**config.mk**
```make
export PLATFORM = sky130hd
export DESIGN_NAME = wrx_signal_tx
export DESIGN_NICKNAME = d
export VERILOG_FILES = /design/src/core/wrx_pkg.sv /design/src/core/wrx_fifo.sv /design/src/core/wrx_signal_tx.sv
export SDC_FILE = /design/constraint.sdc
export NUM_CORES = 1
export LEC_CHECK = 0
export ABC_CLOCK_PERIOD_IN_PS = 6500
export BUFFER_PORTS_ARGS = -buffer_cell sky130_fd_sc_hd__buf_2
export CORE_ASPECT_RATIO = 0.9
export CORE_MARGIN = 5
export CORE_UTILIZATION = 30
export CTS_BUF_LIST = sky130_fd_sc_hd__clkbuf_4
export CTS_CLUSTER_DIAMETER = 150
export DETAILED_ROUTE_END_ITERATION = 8
export GPL_ROUTABILITY_DRIVEN = 1
export PLACE_DENSITY = 0.57
export SYNTH_ARGS = -nofsm -noshare
export SYNTH_HDL_FRONTEND = slang
export SYNTH_SLANG_ARGS = --single-unit
```
**constraint.sdc**
```tcl
create_clock -name clk_in -period 6.5 [get_ports clk_in]
set_input_delay 0 -clock clk_in [delete_from_list [all_inputs] [get_ports clk_in]]
set_output_delay 0 -clock clk_in [all_outputs]
set_load 0.02 [all_outputs]
```
**src/core/wrx_pkg.sv**
```systemverilog
// Shared constants and types for the receiver packet signalling block.
package wrx_pkg;
    // Core clock rate and the modulation bit clock, each in hertz.
    localparam int CLK_HZ        = 100_000_000;
    localparam int BIT_CLK_HZ    = 2_000;
    // Core cycles per modulated bit, derived from the two rates.
    localparam int BIT_CYCLES    = CLK_HZ / BIT_CLK_HZ;
    // Serial character layout: start, data, parity and stop bits.
    localparam int CHAR_BITS     = 11;
    localparam int DATA_BITS     = 8;
    // Optional configuration packets allowed in the configuration phase.
    localparam int MAX_OPT_CFG   = 7;
    // Preamble length in bits, all ones.
    localparam int PREAMBLE_BITS = 11;
    // Message byte buffer depth and message length field width.
    localparam int FIFO_DEPTH    = 8;
    localparam int LEN_W         = 5;
    // Default header codes that classify packets.
    localparam logic [7:0] HDR_SIG_STRENGTH = 8'h01;
    localparam logic [7:0] HDR_END_POWER    = 8'h02;
    localparam logic [7:0] HDR_IDENT        = 8'h71;
    localparam logic [7:0] HDR_EXT_IDENT    = 8'h81;
    localparam logic [7:0] HDR_CONFIG       = 8'h51;
    // Values after reset.
    localparam logic [7:0] RST_BYTE         = 8'h00;
    localparam logic [2:0] RST_OPT_CNT      = 3'h0;

    // Link phases, stepped in order.
    typedef enum logic [1:0] {
        PH_SELECT = 2'b00,
        PH_PING   = 2'b01,
        PH_IDCFG  = 2'b10,
        PH_POWER  = 2'b11
    } wrx_phase_type;

    // Frame sequencer states.
    typedef enum logic [2:0] {
        TX_IDLE  = 3'b000,
        TX_PRE   = 3'b001,
        TX_CHAR  = 3'b010,
        TX_FETCH = 3'b011,
        TX_DROP  = 3'b100
    } wrx_tx_type;
endpackage

```
**src/core/wrx_fifo.sv**
```systemverilog
// Message byte buffer between the packet source and the frame sequencer.
`timescale 1ns/10ps
`default_nettype none
module wrx_fifo #(
    parameter int WIDTH = 8,
    parameter int DEPTH = 8
) (
    input  wire logic             clk_in,
    input  wire logic             rst_in,
    input  wire logic [WIDTH-1:0] in_data_in,
    input  wire logic             in_valid_in,
    output logic                  in_ready_out,
    output logic [WIDTH-1:0]      out_data_out,
    output logic                  out_valid_out,
    input  wire logic             out_ready_in
);
    import wrx_pkg::*;

    localparam int AW = $clog2(DEPTH);

    logic [WIDTH-1:0] mem_ff [DEPTH];   // Storage words.
    logic [AW-1:0]    wr_ptr_ff;        // Next slot to fill.
    logic [AW-1:0]    rd_ptr_ff;        // Oldest slot.
    logic [AW:0]      count_ff;         // Words held.
    logic             in_rdy_ff;        // Registered not-full flag.
    logic             push;             // Write accepted this cycle.
    logic             pop;              // Read accepted this cycle.
    logic [AW:0]      nxt_count;        // Occupancy after this cycle.

    assign push          = in_valid_in && in_rdy_ff;
    assign pop           = out_ready_in && (count_ff != '0);
    assign nxt_count     = count_ff + (AW+1)'(push) - (AW+1)'(pop);
    assign out_data_out  = mem_ff[rd_ptr_ff];
    assign out_valid_out = count_ff != '0;
    assign in_ready_out  = in_rdy_ff;

    // Storage writes need no reset; unread slots are never shown as valid.
    always_ff @(posedge clk_in) begin
        if (push) begin
            mem_ff[wr_ptr_ff] <= in_data_in;
        end
    end

    // Pointers, count and the ready flag; ready is registered so that a full
    // buffer stalls the source without a combinational path back to it.
    always_ff @(posedge clk_in) begin
        if (rst_in) begin
            wr_ptr_ff <= '0;
            rd_ptr_ff <= '0;
            count_ff  <= '0;
            in_rdy_ff <= 1'b0;
        end else begin
            if (push) begin
                wr_ptr_ff <= (wr_ptr_ff == AW'(DEPTH-1)) ? '0 : wr_ptr_ff + 1'b1;
            end
            if (pop) begin
                rd_ptr_ff <= (rd_ptr_ff == AW'(DEPTH-1)) ? '0 : rd_ptr_ff + 1'b1;
            end
            count_ff  <= nxt_count;
            in_rdy_ff <= nxt_count < (AW+1)'(DEPTH);
        end
    end
endmodule
`default_nettype wire

```
**src/core/wrx_signal_tx.sv**
```systemverilog
// Receiver packet signalling: phase sequencing, framing and bi-phase load modulation.
`timescale 1ns/10ps
`default_nettype none
// Overview of operation
// - Bi-phase modulate bits at 2 kHz.
// - One: mid-bit transition; zero: none.
// - Every byte goes out as 11 bits.
// - Start, eight data, parity, stop.
// - Send by switching the coil load.
// - Phases: select, ping, configure, power.
// - Wake only above rectified wake threshold.
// - No packets while still in selection.
// - Ping sends signal strength or end power.
// - Signal strength sent moves to configuration.
// - End power packets keep ping phase.
// - Identify, configure, extras, seven optional.
// - Configuration sent moves to power transfer.
// - Power phase sends control packets freely.
module wrx_signal_tx #(
    parameter int         BIT_CYCLES    = wrx_pkg::BIT_CYCLES,
    parameter int         PREAMBLE_BITS = wrx_pkg::PREAMBLE_BITS,
    parameter int         FIFO_DEPTH    = wrx_pkg::FIFO_DEPTH,
    parameter logic [7:0] HDR_SS        = wrx_pkg::HDR_SIG_STRENGTH,
    parameter logic [7:0] HDR_EPT       = wrx_pkg::HDR_END_POWER,
    parameter logic [7:0] HDR_ID        = wrx_pkg::HDR_IDENT,
    parameter logic [7:0] HDR_XID       = wrx_pkg::HDR_EXT_IDENT,
    parameter logic [7:0] HDR_CFG       = wrx_pkg::HDR_CONFIG
) (
    input  wire logic                      clk_in,
    input  wire logic                      rst_in,
    input  wire logic                      rectified_wake_threshold_in,
    input  wire logic                      pkt_valid_in,
    input  wire logic [7:0]                pkt_hdr_in,
    input  wire logic [wrx_pkg::LEN_W-1:0] pkt_len_in,
    output logic                           pkt_ready_out,
    output logic                           pkt_reject_out,
    input  wire logic [7:0]                msg_data_in,
    input  wire logic                      msg_valid_in,
    output logic                           msg_ready_out,
    output logic                           load_mod_out,
    output logic [1:0]                     phase_out,
    output logic                           busy_out
);
    import wrx_pkg::*;

    localparam int CW = $clog2(BIT_CYCLES);

    // Builds one serial character, least significant bit sent first:
    // a zero start bit, data LSB first, odd parity, then a one stop bit.
    function automatic logic [CHAR_BITS-1:0] make_char(input logic [7:0] b);
        return {1'b1, ~(^b), b, 1'b0};
    endfunction

    // Decides whether a header may be sent in the given phase.
    function automatic logic hdr_allowed(input wrx_phase_type ph,
                                         input logic [7:0]    h,
                                         input logic [2:0]    opt);
        logic ok;
        ok = 1'b0;
        case (ph)
            PH_SELECT: ok = 1'b0;
            PH_PING:   ok = (h == HDR_SS) || (h == HDR_EPT);
            PH_IDCFG:  ok = (h == HDR_ID) || (h == HDR_CFG) || (h == HDR_XID)
                            || (opt < 3'(MAX_OPT_CFG));
            PH_POWER:  ok = 1'b1;
            default:   ok = 1'b0;
        endcase
        return ok;
    endfunction

    logic                 wake_meta_ff;     // First synchroniser stage.
    logic                 wake_sync_ff;     // Synchronised wake level.
    wrx_phase_type        phase_ff;         // Current link phase.
    wrx_tx_type           tx_ff;            // Frame sequencer state.
    logic [CW-1:0]        cyc_ff;           // Cycle within the current bit.
    logic [4:0]           bits_ff;          // Bits left in the current unit.
    logic [CHAR_BITS-1:0] sh_ff;            // Outgoing bits, LSB next.
    logic [LEN_W-1:0]     msg_left_ff;      // Message bytes still to come.
    logic [7:0]           csum_ff;          // Running checksum.
    logic                 csum_sent_ff;     // Checksum character loaded.
    logic [7:0]           hdr_ff;           // Header of the packet in flight.
    logic [2:0]           opt_cnt_ff;       // Optional packets in this phase.
    logic                 mod_ff;           // Load switch drive.
    logic                 pkt_rdy_ff;       // Ready for a new packet.
    logic                 reject_ff;        // One-cycle refusal pulse.
    logic                 busy_ff;          // Sequencer not idle.
    logic [7:0]           f_data;           // Buffered message byte.
    logic                 f_valid;          // Buffer holds a byte.
    logic                 f_pop;            // Sequencer takes a byte.
    logic                 f_in_rdy;         // Buffer can accept a byte.
    logic                 take;             // Packet request taken.
    logic                 ok;               // Taken header is legal now.
    logic                 sending;          // A bit is on the air.
    logic                 bit_end;          // Last cycle of a bit.
    logic                 unit_end;         // Last cycle of a unit.
    logic                 pkt_done;         // Last cycle of a packet.

    assign take     = pkt_valid_in && pkt_rdy_ff && (phase_ff != PH_SELECT);
    assign ok       = hdr_allowed(phase_ff, pkt_hdr_in, opt_cnt_ff);
    assign sending  = (tx_ff == TX_PRE) || (tx_ff == TX_CHAR);
    assign bit_end  = sending && (cyc_ff == CW'(BIT_CYCLES - 1));
    assign unit_end = bit_end && (bits_ff == 5'h01);
    assign pkt_done = unit_end && (tx_ff == TX_CHAR) && (msg_left_ff == '0) && csum_sent_ff;
    assign f_pop    = f_valid && ((tx_ff == TX_FETCH) ||
                                  ((tx_ff == TX_DROP) && (msg_left_ff != '0)));

    assign pkt_ready_out  = pkt_rdy_ff;
    assign pkt_reject_out = reject_ff;
    assign msg_ready_out  = f_in_rdy;
    assign load_mod_out   = mod_ff;
    assign phase_out      = phase_ff;
    assign busy_out       = busy_ff;

    // Message bytes wait here; a full buffer drops msg_ready_out.
    wrx_fifo #(
        .WIDTH (8),
        .DEPTH (FIFO_DEPTH)
    ) u_fifo (
        .clk_in        (clk_in),
        .rst_in        (rst_in),
        .in_data_in    (msg_data_in),
        .in_valid_in   (msg_valid_in),
        .in_ready_out  (f_in_rdy),
        .out_data_out  (f_data),
        .out_valid_out (f_valid),
        .out_ready_in  (f_pop)
    );

    // The wake comparator is analogue and asynchronous, so it is synchronised.
    always_ff @(posedge clk_in) begin
        if (rst_in) begin
            wake_meta_ff <= 1'b0;
            wake_sync_ff <= 1'b0;
        end else begin
            wake_meta_ff <= rectified_wake_threshold_in;
            wake_sync_ff <= wake_meta_ff;
        end
    end

    // Phase sequencing. Losing the wake level returns to selection, but only
    // between packets so that a character is never cut short.
    always_ff @(posedge clk_in) begin
        if (rst_in) begin
            phase_ff   <= PH_SELECT;
            opt_cnt_ff <= RST_OPT_CNT;
        end else if (!wake_sync_ff && (tx_ff == TX_IDLE) && !take) begin
            phase_ff   <= PH_SELECT;
            opt_cnt_ff <= RST_OPT_CNT;
        end else begin
            case (phase_ff)
                PH_SELECT: begin
                    // Digital side wakes only above the rectified threshold.
                    if (wake_sync_ff) begin
                        phase_ff <= PH_PING;
                    end
                end
                PH_PING: begin
                    // End power packets leave the phase unchanged.
                    if (pkt_done && (hdr_ff == HDR_SS)) begin
                        phase_ff   <= PH_IDCFG;
                        opt_cnt_ff <= RST_OPT_CNT;
                    end
                end
                PH_IDCFG: begin
                    // Optional packets are counted as they are taken.
                    if (take && ok && (pkt_hdr_in != HDR_ID) &&
                        (pkt_hdr_in != HDR_CFG) && (pkt_hdr_in != HDR_XID)) begin
                        opt_cnt_ff <= opt_cnt_ff + 3'h1;
                    end
                    if (pkt_done && (hdr_ff == HDR_CFG)) begin
                        phase_ff <= PH_POWER;
                    end
                end
                PH_POWER: begin
                    // Any control or proprietary packet is sent here.
                    phase_ff <= PH_POWER;
                end
                default: begin
                    phase_ff <= PH_SELECT;
                end
            endcase
        end
    end

    // Frame sequencer: preamble, header, message bytes, then checksum.
    // A refused packet still has its message bytes drained and discarded.
    always_ff @(posedge clk_in) begin
        if (rst_in) begin
            tx_ff        <= TX_IDLE;
            sh_ff        <= '0;
            bits_ff      <= '0;
            msg_left_ff  <= '0;
            csum_ff      <= RST_BYTE;
            csum_sent_ff <= 1'b0;
            hdr_ff       <= RST_BYTE;
        end else begin
            case (tx_ff)
                TX_IDLE: begin
                    if (take && ok) begin
                        tx_ff        <= TX_PRE;
                        sh_ff        <= '1;
                        bits_ff      <= 5'(PREAMBLE_BITS);
                        hdr_ff       <= pkt_hdr_in;
                        msg_left_ff  <= pkt_len_in;
                        csum_ff      <= pkt_hdr_in;
                        csum_sent_ff <= 1'b0;
                    end else if (take && (pkt_len_in != '0)) begin
                        tx_ff       <= TX_DROP;
                        msg_left_ff <= pkt_len_in;
                    end
                end
                TX_PRE: begin
                    if (unit_end) begin
                        tx_ff   <= TX_CHAR;
                        sh_ff   <= make_char(hdr_ff);
                        bits_ff <= 5'(CHAR_BITS);
                    end else if (bit_end) begin
                        bits_ff <= bits_ff - 5'h01;
                    end
                end
                TX_CHAR: begin
                    if (unit_end) begin
                        if (msg_left_ff != '0) begin
                            tx_ff <= TX_FETCH;
                        end else if (!csum_sent_ff) begin
                            sh_ff        <= make_char(csum_ff);
                            bits_ff      <= 5'(CHAR_BITS);
                            csum_sent_ff <= 1'b1;
                        end else begin
                            tx_ff <= TX_IDLE;
                        end
                    end else if (bit_end) begin
                        sh_ff   <= {1'b0, sh_ff[CHAR_BITS-1:1]};
                        bits_ff <= bits_ff - 5'h01;
                    end
                end
                TX_FETCH: begin
                    // Stalls here while the source has not supplied the byte.
                    if (f_valid) begin
                        tx_ff       <= TX_CHAR;
                        sh_ff       <= make_char(f_data);
                        bits_ff     <= 5'(CHAR_BITS);
                        msg_left_ff <= msg_left_ff - LEN_W'(1);
                        csum_ff     <= csum_ff ^ f_data;
                    end
                end
                TX_DROP: begin
                    if (f_pop) begin
                        msg_left_ff <= msg_left_ff - LEN_W'(1);
                        if (msg_left_ff == LEN_W'(1)) begin
                            tx_ff <= TX_IDLE;
                        end
                    end
                end
                default: begin
                    tx_ff <= TX_IDLE;
                end
            endcase
        end
    end

    // Bit timer: one bit lasts one period of the 2 kHz bit clock.
    always_ff @(posedge clk_in) begin
        if (rst_in) begin
            cyc_ff <= '0;
        end else if (sending && !bit_end) begin
            cyc_ff <= cyc_ff + CW'(1);
        end else begin
            cyc_ff <= '0;
        end
    end

    // Load switch: every bit starts with a transition, and a one adds a
    // second one halfway. The line rests low between packets, which after a
    // packet with an odd message length costs one trailing edge that the far end decodes as one extra zero bit.
    always_ff @(posedge clk_in) begin
        if (rst_in) begin
            mod_ff <= 1'b0;
        end else if (sending && (cyc_ff == '0)) begin
            mod_ff <= ~mod_ff;
        end else if (sending && (cyc_ff == CW'(BIT_CYCLES / 2)) && sh_ff[0]) begin
            mod_ff <= ~mod_ff;
        end else if (tx_ff == TX_IDLE) begin
            mod_ff <= 1'b0;
        end
    end

    // Request handshake and status; ready falls the cycle after a take.
    always_ff @(posedge clk_in) begin
        if (rst_in) begin
            pkt_rdy_ff <= 1'b0;
            reject_ff  <= 1'b0;
            busy_ff    <= 1'b0;
        end else begin
            pkt_rdy_ff <= (tx_ff == TX_IDLE) && !take && wake_sync_ff &&
                          (phase_ff != PH_SELECT);
            reject_ff  <= take && !ok;
            busy_ff    <= tx_ff != TX_IDLE;
        end
    end
endmodule
`default_nettype wire

```
==> results.txt, run 1 <==
The run finished with clean final reports. The maximum root-to-sink buffer count came out at 2. The worst slew slack as a fraction of its limit came out at about 25%.

The clock sink count came out at ~150. The worst hold path begins at pkt_len_in[2]. TritonCTS built the clock tree. The achievable clock frequency is about 250 MHz. The floorplan has 53 rows. The worst path in the final design needs a cycle of 3.93 ns, including I/O delays and setup. At the end of the flow the core is filled with cells to 34.7%. The kind of end point of the critical path is a flop. The delay of the slowest cell on the worst path came out at 1.00 ns. The critical path goes through nand3b_1, a21oi_1, nand2b_1, inv_1, ha_1, inv_1, ha_1, a21o_1, a21oi_1, xor2_1, nor2b_1. The number of synthesized flops with an enable pin came out at 64.

Wires add up to roughly 16 mm. The quantity of I/O buffers inserted on ports is 32. At the worst endpoint, the required time is ~7 ns.

The worst reg2reg path startpoint is tx_ff[1]$_SDFFE_PP0P_. By count the netlist is led by 84 x nor2_1, 82 x dfxtp_1, 64 x edfxtp_1. The endpoint of the worst hold-timing path is msg_left_ff[2]$_SDFFE_PP0P_. The average cell area after synthesis came out at 10.3 um^2.

The total of cells resized after clock tree synthesis is 0. The post-CTS setup buffer count came out at 0. The proportion of netlist area held by the largest area contributor came out at a little over a quarter. Using the TritonRoute via totals, the vias-per-cell ratio works out to around 5.0.

Synthesis instantiated 71 different standard cells from the library. The share of post-route cells with drive strength above 1 is between 10 and 15%. For the pin with the worst max-slew slack, the measured transition is 1.12 ns. The die boundary width came out at between 150 and 200 um. The final worst-path cycle share came out at approximately three fifths. Setup repair after global routing left no endpoint under its margin. The final setup violation count came out at 0. The capture instance of the worst register-to-register path is u_fifo.count_ff[3]$_SDFF_PP0_.

The final RePlAce weighted congestion is about 0.87. The flop-to-flop setup slack came out at between 2 and 3 ns. The count of TritonRoute iterations in the first routing pass is 5. The peak ir drop on the vdd network is roughly 120 uV. The path class of the tightest hold or removal check is input port to flop. At the later pin of the worst-skew pair, clock insertion delay measures between 0.5 and 0.6 ns. Once the floorplan was initialized, standard cells occupied 30.5% of the core.

The number of DRC violations after detailed routing came out at 0. The worst clock skew came out at between 0.02 and 0.03 ns. The biggest area contributor in the post-synthesis netlist is edfxtp_1. The count of maximum capacitance violations is 0. The register bit total from synthesis is approximately 150. The number of hold-slack violations in the final timing report was 0. The number of cells traversed by the worst hold path came out at 6. In this run the worst setup path begins at tx_ff[1]$_SDFFE_PP0P_. The logic depth of the worst register-to-register path is 11. The worst-case hold slack came out at between 0.06 and 0.07 ns. The static leakage is between 0.002 and 0.003 uW. The most common cell in the synthesized netlist is nor2_1. The placeable core area is about 0.023 mm^2. After detailed routing, the average wire length per cell comes to ~16 um. The critical path arrival is ~4.4 ns. The worst setup path is launched from a flop.

The depth of the CTS H-tree came out at 4. The most used flip-flop cell after synthesis is dfxtp_1. Entering global routing, the biggest net connects between 60 and 70 pins. The clock slew seen by the registers of the worst setup and hold paths came out at around 0.15 ns. The number of antenna violations at the first check in global routing is 1.

The via count of the first global-routing pass is between 4k and 5k. The final net count is approximately 790. The relative area change from synthesis to final layout came out at 13.8%. The count of final max-slew check failures came out at 0. For this run, the register share of the synthesized area comes to about half. For this block, the initial DRC count from the detailed router was 375.

The area enclosed by the die boundary is 0.0270 mm^2. The remaining antenna violation count is 0. The cell count after synthesis came out at approximately 690. Of all flip-flops after synthesis, the portion carrying an async set or reset was 0%. The number of synthesis warnings came out at 0. The global-route usage over all layers came out at about an eighth. The total number of vias came out at between 5k and 6k. The number of buffers added by the clock tree synthesis step came out at 17. For the final routed database, the setup TNS stands at 0 ns. The cell area after synthesis is just over 0.007 mm^2. The top fanout value on the critical path is 30. The first-pass GRT wire length came out at about 27 mm. The die is about 160 um tall. The post-DP HPWL is ~12 mm. Among all stages on the critical path, the largest delay is contributed by dfxtp_1.

The total congestion overflow after global routing came out at 0. The tree is rooted in a clkbuf_4. Sorting the synthesized cells by area gives the leading types as edfxtp_1 27%, dfxtp_1 23%, nor2_1 4.4%. The worst setup path is of the flop to flop kind. The power per standard cell area is between 200 and 250 mW/mm^2.

The net count after synthesis is 742. The number of ports placed on the die boundary came out at 33.
[routing by layer]
layer	vias to the layer above	global-route usage (%)	wire length [um]
met2	102	18.5	7240
met3	15	2.44	524
met1	2502	17.8	8410
li1	2635	-	-
met5	-	0	0
met4	0	3.66	217
[layout by cell type (no fill, tap or decap), drive strengths merged, types with 4 or more instances in the layout]
master	synthesis	routed
a211oi	6	6
a21boi	5	5
a21oi	35	35
a221oi	12	12
a22oi	7	7
a311oi	10	10
and3	10	10
buf	7	40
clkbuf	26	17
clkinv	0	4
dfxtp	82	82
dlygate4sd3	0	23
edfxtp	64	64
ha	23	23
inv	30	38
mux2	10	10
mux2i	31	31
nand2	40	40
nand2b	9	9
nand3	17	17
nand4	5	5
nor2	85	85
nor2b	11	11
nor3	19	19
nor4	8	8
nor4b	4	4
o21ai	28	28
o22ai	10	10
o31ai	14	14
or2	5	5
or3	5	5
xnor2	23	23
xor2	12	12
[sequential cells by signal, summed over array words and instances (netlist names), 2 cells and up, named ones only]
register          count
tx_ff                 3
u_fifo.mem_ff        64
u_fifo.count_ff       4
msg_left_ff           5
phase_out             2
u_fifo.wr_ptr_ff      3
csum_ff               8
u_fifo.rd_ptr_ff      3
hdr_ff                8
bits_ff               5
sh_ff                11
cyc_ff               16
opt_cnt_ff            3
[worst max-delay path by stage]
stage | to | slack [ns] | cells after the start
detailed placement | u_fifo.count_ff[3]$_SDFF_PP0_ | 2.65 | 11
global placement | u_fifo.count_ff[3]$_SDFF_PP0_ | 2.73 | 11
finish | u_fifo.count_ff[3]$_SDFF_PP0_ | 2.57 | 11
floorplan | u_fifo.count_ff[2]$_SDFF_PP0_ | 3.75 | 13
global route | u_fifo.count_ff[3]$_SDFF_PP0_ | 2.07 | 11
CTS | u_fifo.count_ff[3]$_SDFF_PP0_ | 2.58 | 11
[metrics by stage]
step                worst slack [ns]  instances  total power, uW  cell area [um^2]
finish                          2.57       1057             1750              8120
CTS                             2.58       1056             1770              8120
floorplan                       3.75        692             1120              7140
detailed placement              2.65       1001             1180              7600
global route                    2.07       1057             1840              8120
global placement                2.73       1001             1170              7600
[cell type report]
| cell class | instances | area [um^2] |
|---|---|---|
| multi-input combinational | 483 | 3330 |
| clock inverter | 15 | 163 |
| inverter | 30 | 113 |
| sequential | 146 | 3560 |
| timing repair buffer | 63 | 450 |
| tap | 302 | 378 |
| clock buffer | 17 | 128 |
| fill | 2382 | 15300 |
| antenna | 1 | 2.50 |
[logic make-up after synthesis]
family	Yosys count	synth area share [%]
compound gates	150	14.6
simple gates	230	16.4
buf+inv	63	3.56
flops	146	49.9
mux	44	6.87
fa+ha+maj	24	4.31
xor+xnor	35	4.29
[worst max-delay path, delay by kind of cell, from the launching register on]
family          cells  cell delay [ns]
buf+inv             2             0.27
fa+ha+maj           2             0.49
simple gates        3             1.13
compound gates      3             0.77
flops               1             1.00
xor+xnor            1             0.19
[where the power goes]
| part | switching [uW] | internal [uW] |
|---|---|---|
| clock | 377 | 207 |
| combinational | 98.5 | 72.6 |
| sequential | 12.7 | 982 |
[timing repair]
item / 4_1_cts / 5_1_grt
hold buffers: 23 / 0
hold endpoints to repair: 91 / 0
endpoints found under the setup margin: 0 / 0
Power figures use the tool's default switching activity.
==> run 2: changes to the inputs <==
ABC_CLOCK_PERIOD_IN_PS = 4000   (was 6500)
clock period = 4 ns   (was 6.5 ns; I/O delays follow)
==> results.txt, run 2 (synthesized netlist as in run 1, its figures left out) <==
The number of hold-slack violations in the final timing report was 0 (unchanged). The required time at the worst-slack endpoint was 4.52 ns (-2.46 ns). The floorplan die height is 156 um (unchanged). The static leakage came out at 0.00283 uW (+2.9%). The count of TritonRoute iterations in the first routing pass is 5 (unchanged). The total of cells resized after clock tree synthesis came out at 0 (unchanged).

The critical path in this run is classified as flop to flop. The relative area change from synthesis to final layout came out at 15.7%. The power per standard cell area is 352 mW/mm^2 (+63%).

The transition time at the pin with the least slew margin is 1.15 ns (+0.0281 ns). The wire length on met2 is 7.54 mm (+4.2%). In this run the top signal layer used is met4. The delay of the slowest cell on the worst path is 0.75 ns (-0.25 ns). The final RePlAce weighted congestion is 0.835 (-3.6%). The total number of vias came out at 5,373 (+2.3%). The first-pass GRT wire length came out at 27.2 mm (+1.7%). The final worst-path cycle share is 79.0% (+19 points). The global-route usage over all layers is 12.4% (+0.17 points). The number of buffers inserted for hold repair after clock tree synthesis came out at 30 (+30%). The number of fill cells is 2,381 (-0.042%). The peak ir drop on the vdd network came out at 190 uV (+55%).

The startpoint identified for the worst hold timing path is msg_data_in[1]. The via count of the first global-routing pass was 5,140 (+4.0%). The depth of the CTS H-tree came to 4 (unchanged). The met1 routed wirelength after detailed routing is 8.45 mm (+0.55%). The total congestion overflow after global routing is 0 (unchanged). The flop-to-flop setup slack is 0.84 ns (-1.73 ns). The worst hold path belongs to the class input port to flop.

The count of final max-slew check failures came out at 0 (unchanged). The post-DP HPWL came out at 12.1 mm (+4.9%). The worst slew slack as a fraction of its limit came to 23.4% (-1.9 points). The area enclosed by the die boundary came out at 0.0270 mm^2 (unchanged). Setup repair after global routing left no endpoint under its margin. The number of buffers added by the clock tree synthesis step is 17 (unchanged).

The detailed-route vias per instance is 5.03 (+1.2%). Leaving out fill and tap cells, the most frequent cells in the layout are 84 x nor2_1, 82 x dfxtp_1, 64 x edfxtp_1. The count of maximum capacitance violations came out at 0 (unchanged).

The setup TNS was 0 ns (unchanged). The clock period minus final worst setup slack came out at 3.16 ns (-0.769 ns). The top fanout value on the critical path is 17 (-43%). The count of routing violations after the opening detailed-route iteration came out at 417 (+11%). The cell depth of the worst setup path is 11 (unchanged). The share of post-route cells with drive strength above 1 came out at 13.9% (+0.46 points).

The critical path arrival is 3.68 ns (-0.73 ns). The largest net degree at the start of global routing is 33 (-48%). The path with the worst hold slack has its endpoint at u_fifo.mem_ff[6][1]$_DFFE_PP_. The flip-flop count of the largest register after layout is 64 (unchanged). The flow ran to the end, and the final reports show no timing, DRC or antenna violations. The final setup violation count is 0 (unchanged). The achievable clock frequency came to 316 MHz (+24%). The maximum root-to-sink buffer count is 2 (unchanged). Among all stages on the critical path, the largest delay is contributed by dfxtp_1. The final net count is 802 (+1.4%).

The clock slew seen by the registers of the worst setup and hold paths came to 0.18 ns (+0.03 ns). The logic depth of the worst register-to-register path is 11 (unchanged). The amount of wire on met3 after detailed routing came out at 617 um (+18%). The kind of end point of the critical path is a flop.

The die boundary width came out at 173 um (unchanged). The number of DRC violations after detailed routing is 0 (unchanged). The largest registers in the layout are u_fifo.mem_ff x64, cyc_ff x16, sh_ff x11. The critical path goes through and3b_1, a21oi_1, nand2b_1, inv_1, ha_1, inv_1, ha_1, a21o_1, a21oi_1, xor2_1, nor2b_1. The number of ports placed on the die boundary was 33 (unchanged). The row count is 53 (unchanged). Grouping stages by cell kind, the critical path spends the most delay in simple AND/OR/NAND/NOR gates.

The number of cells traversed by the worst hold path was 2 (-4). The clock root buffer is clkbuf_4. The number of buffers and inverters on the critical path is 2 (unchanged). The power consumption is 2910 uW (+66%). The detailed-route wire length per cell is 15.7 um (+1.4%). TritonCTS built the clock tree. The capture instance of the worst register-to-register path is u_fifo.count_ff[3]$_SDFF_PP0_. The register name with the most flops is u_fifo.mem_ff.

The remaining antenna violation count was 0 (unchanged). The post-CTS setup buffer count is 0 (unchanged). The clock latency on the worst-skew pair is 0.59 ns (+0.04 ns).

The worst clock skew is 0.0356 ns (+0.00890 ns). The wire length after detailed routing is 16.8 mm (+2.5%). The kind of launch point of the worst setup path is a flop. The placeable core area came out at 0.0234 mm^2 (unchanged). The starting density of the core was 30.5% (unchanged).

The number of antenna violations at the first check in global routing came out at 1 (unchanged). The worst reg2reg path startpoint is tx_ff[0]$_SDFFE_PP0P_. The clock sink count came out at 146 (unchanged).

The quantity of I/O buffers inserted on ports came out at 32 (unchanged). Leaving out fill and tap cells, the most frequent cell in the layout is nor2_1.
-- run 2: changes by cell type in the layout (fill, tap and decap cells not counted) --
cell / previous run / this run
dlygate4sd3_1: 23 / 30
clkinv_4: 2 / 0
bufinv_16: 1 / 0
inv_6: 4 / 3
clkinv_1: 1 / 0
inv_8: 4 / 5
clkinvlp_4: 2 / 0
inv_12: 0 / 1
buf_4: 8 / 12
clkinv_8: 1 / 6
-- run 2: final cells by class --
| type | count | area [um^2] | area share [%] |
|---|---|---|---|
| flip-flops and latches | 146 | 3560 | 43.2 |
| multi-input cells | 483 | 3330 | 40.3 |
| repair buffers | 74 | 551 | 6.67 |
| well taps | 302 | 378 | 4.58 |
| clock inverters | 15 | 196 | 2.38 |
| clock buffers | 17 | 128 | 1.55 |
| inverters | 30 | 113 | 1.36 |
| diodes | 1 | 2.50 | 0.0303 |
-- run 2: per-layer routing --
metal,vias up,track usage (%)
met5,-,0
met3,12,2.61
li1,2672,-
met1,2589,17.4
met4,0,3.55
met2,100,19.5
-- run 2: worst max path at each step --
stage | from | end | slack (ns)
after CTS | tx_ff[0]$_SDFFE_PP0P_ | u_fifo.count_ff[3]$_SDFF_PP0_ | 0.88
after global placement | msg_left_ff[0]$_SDFFE_PP0P_ | u_fifo.count_ff[3]$_SDFF_PP0_ | 0.99
after floorplan | msg_left_ff[0]$_SDFFE_PP0P_ | u_fifo.count_ff[2]$_SDFF_PP0_ | 1.25
final | tx_ff[0]$_SDFFE_PP0P_ | u_fifo.count_ff[3]$_SDFF_PP0_ | 0.84
after detailed placement | tx_ff[0]$_SDFFE_PP0P_ | u_fifo.count_ff[3]$_SDFF_PP0_ | 0.93
after global routing | tx_ff[0]$_SDFFE_PP0P_ | u_fifo.count_ff[3]$_SDFF_PP0_ | 0.51
-- run 2: per-stage QoR --
step                instance area, um^2  util, %  setup slack, ns  hold slack [ns]  cells
floorplan                          7140        -             1.25           0.0989    692
global placement                   7630     32.6            0.993            0.213   1005
detailed placement                 7630     32.6            0.933            0.214   1005
CTS                                8260     35.3            0.881            0.162   1067
global route                       8260     35.3            0.506            0.177   1068
finish                             8260     35.3            0.838            0.205   1068
-- run 2: power breakdown --
part	total, uW	switching (uW)	leakage (uW)	internal, uW
sequential	1620	20.2	0.00124	1600
combinational	286	166	0.00142	120
clock	1000	695	0.000171	310
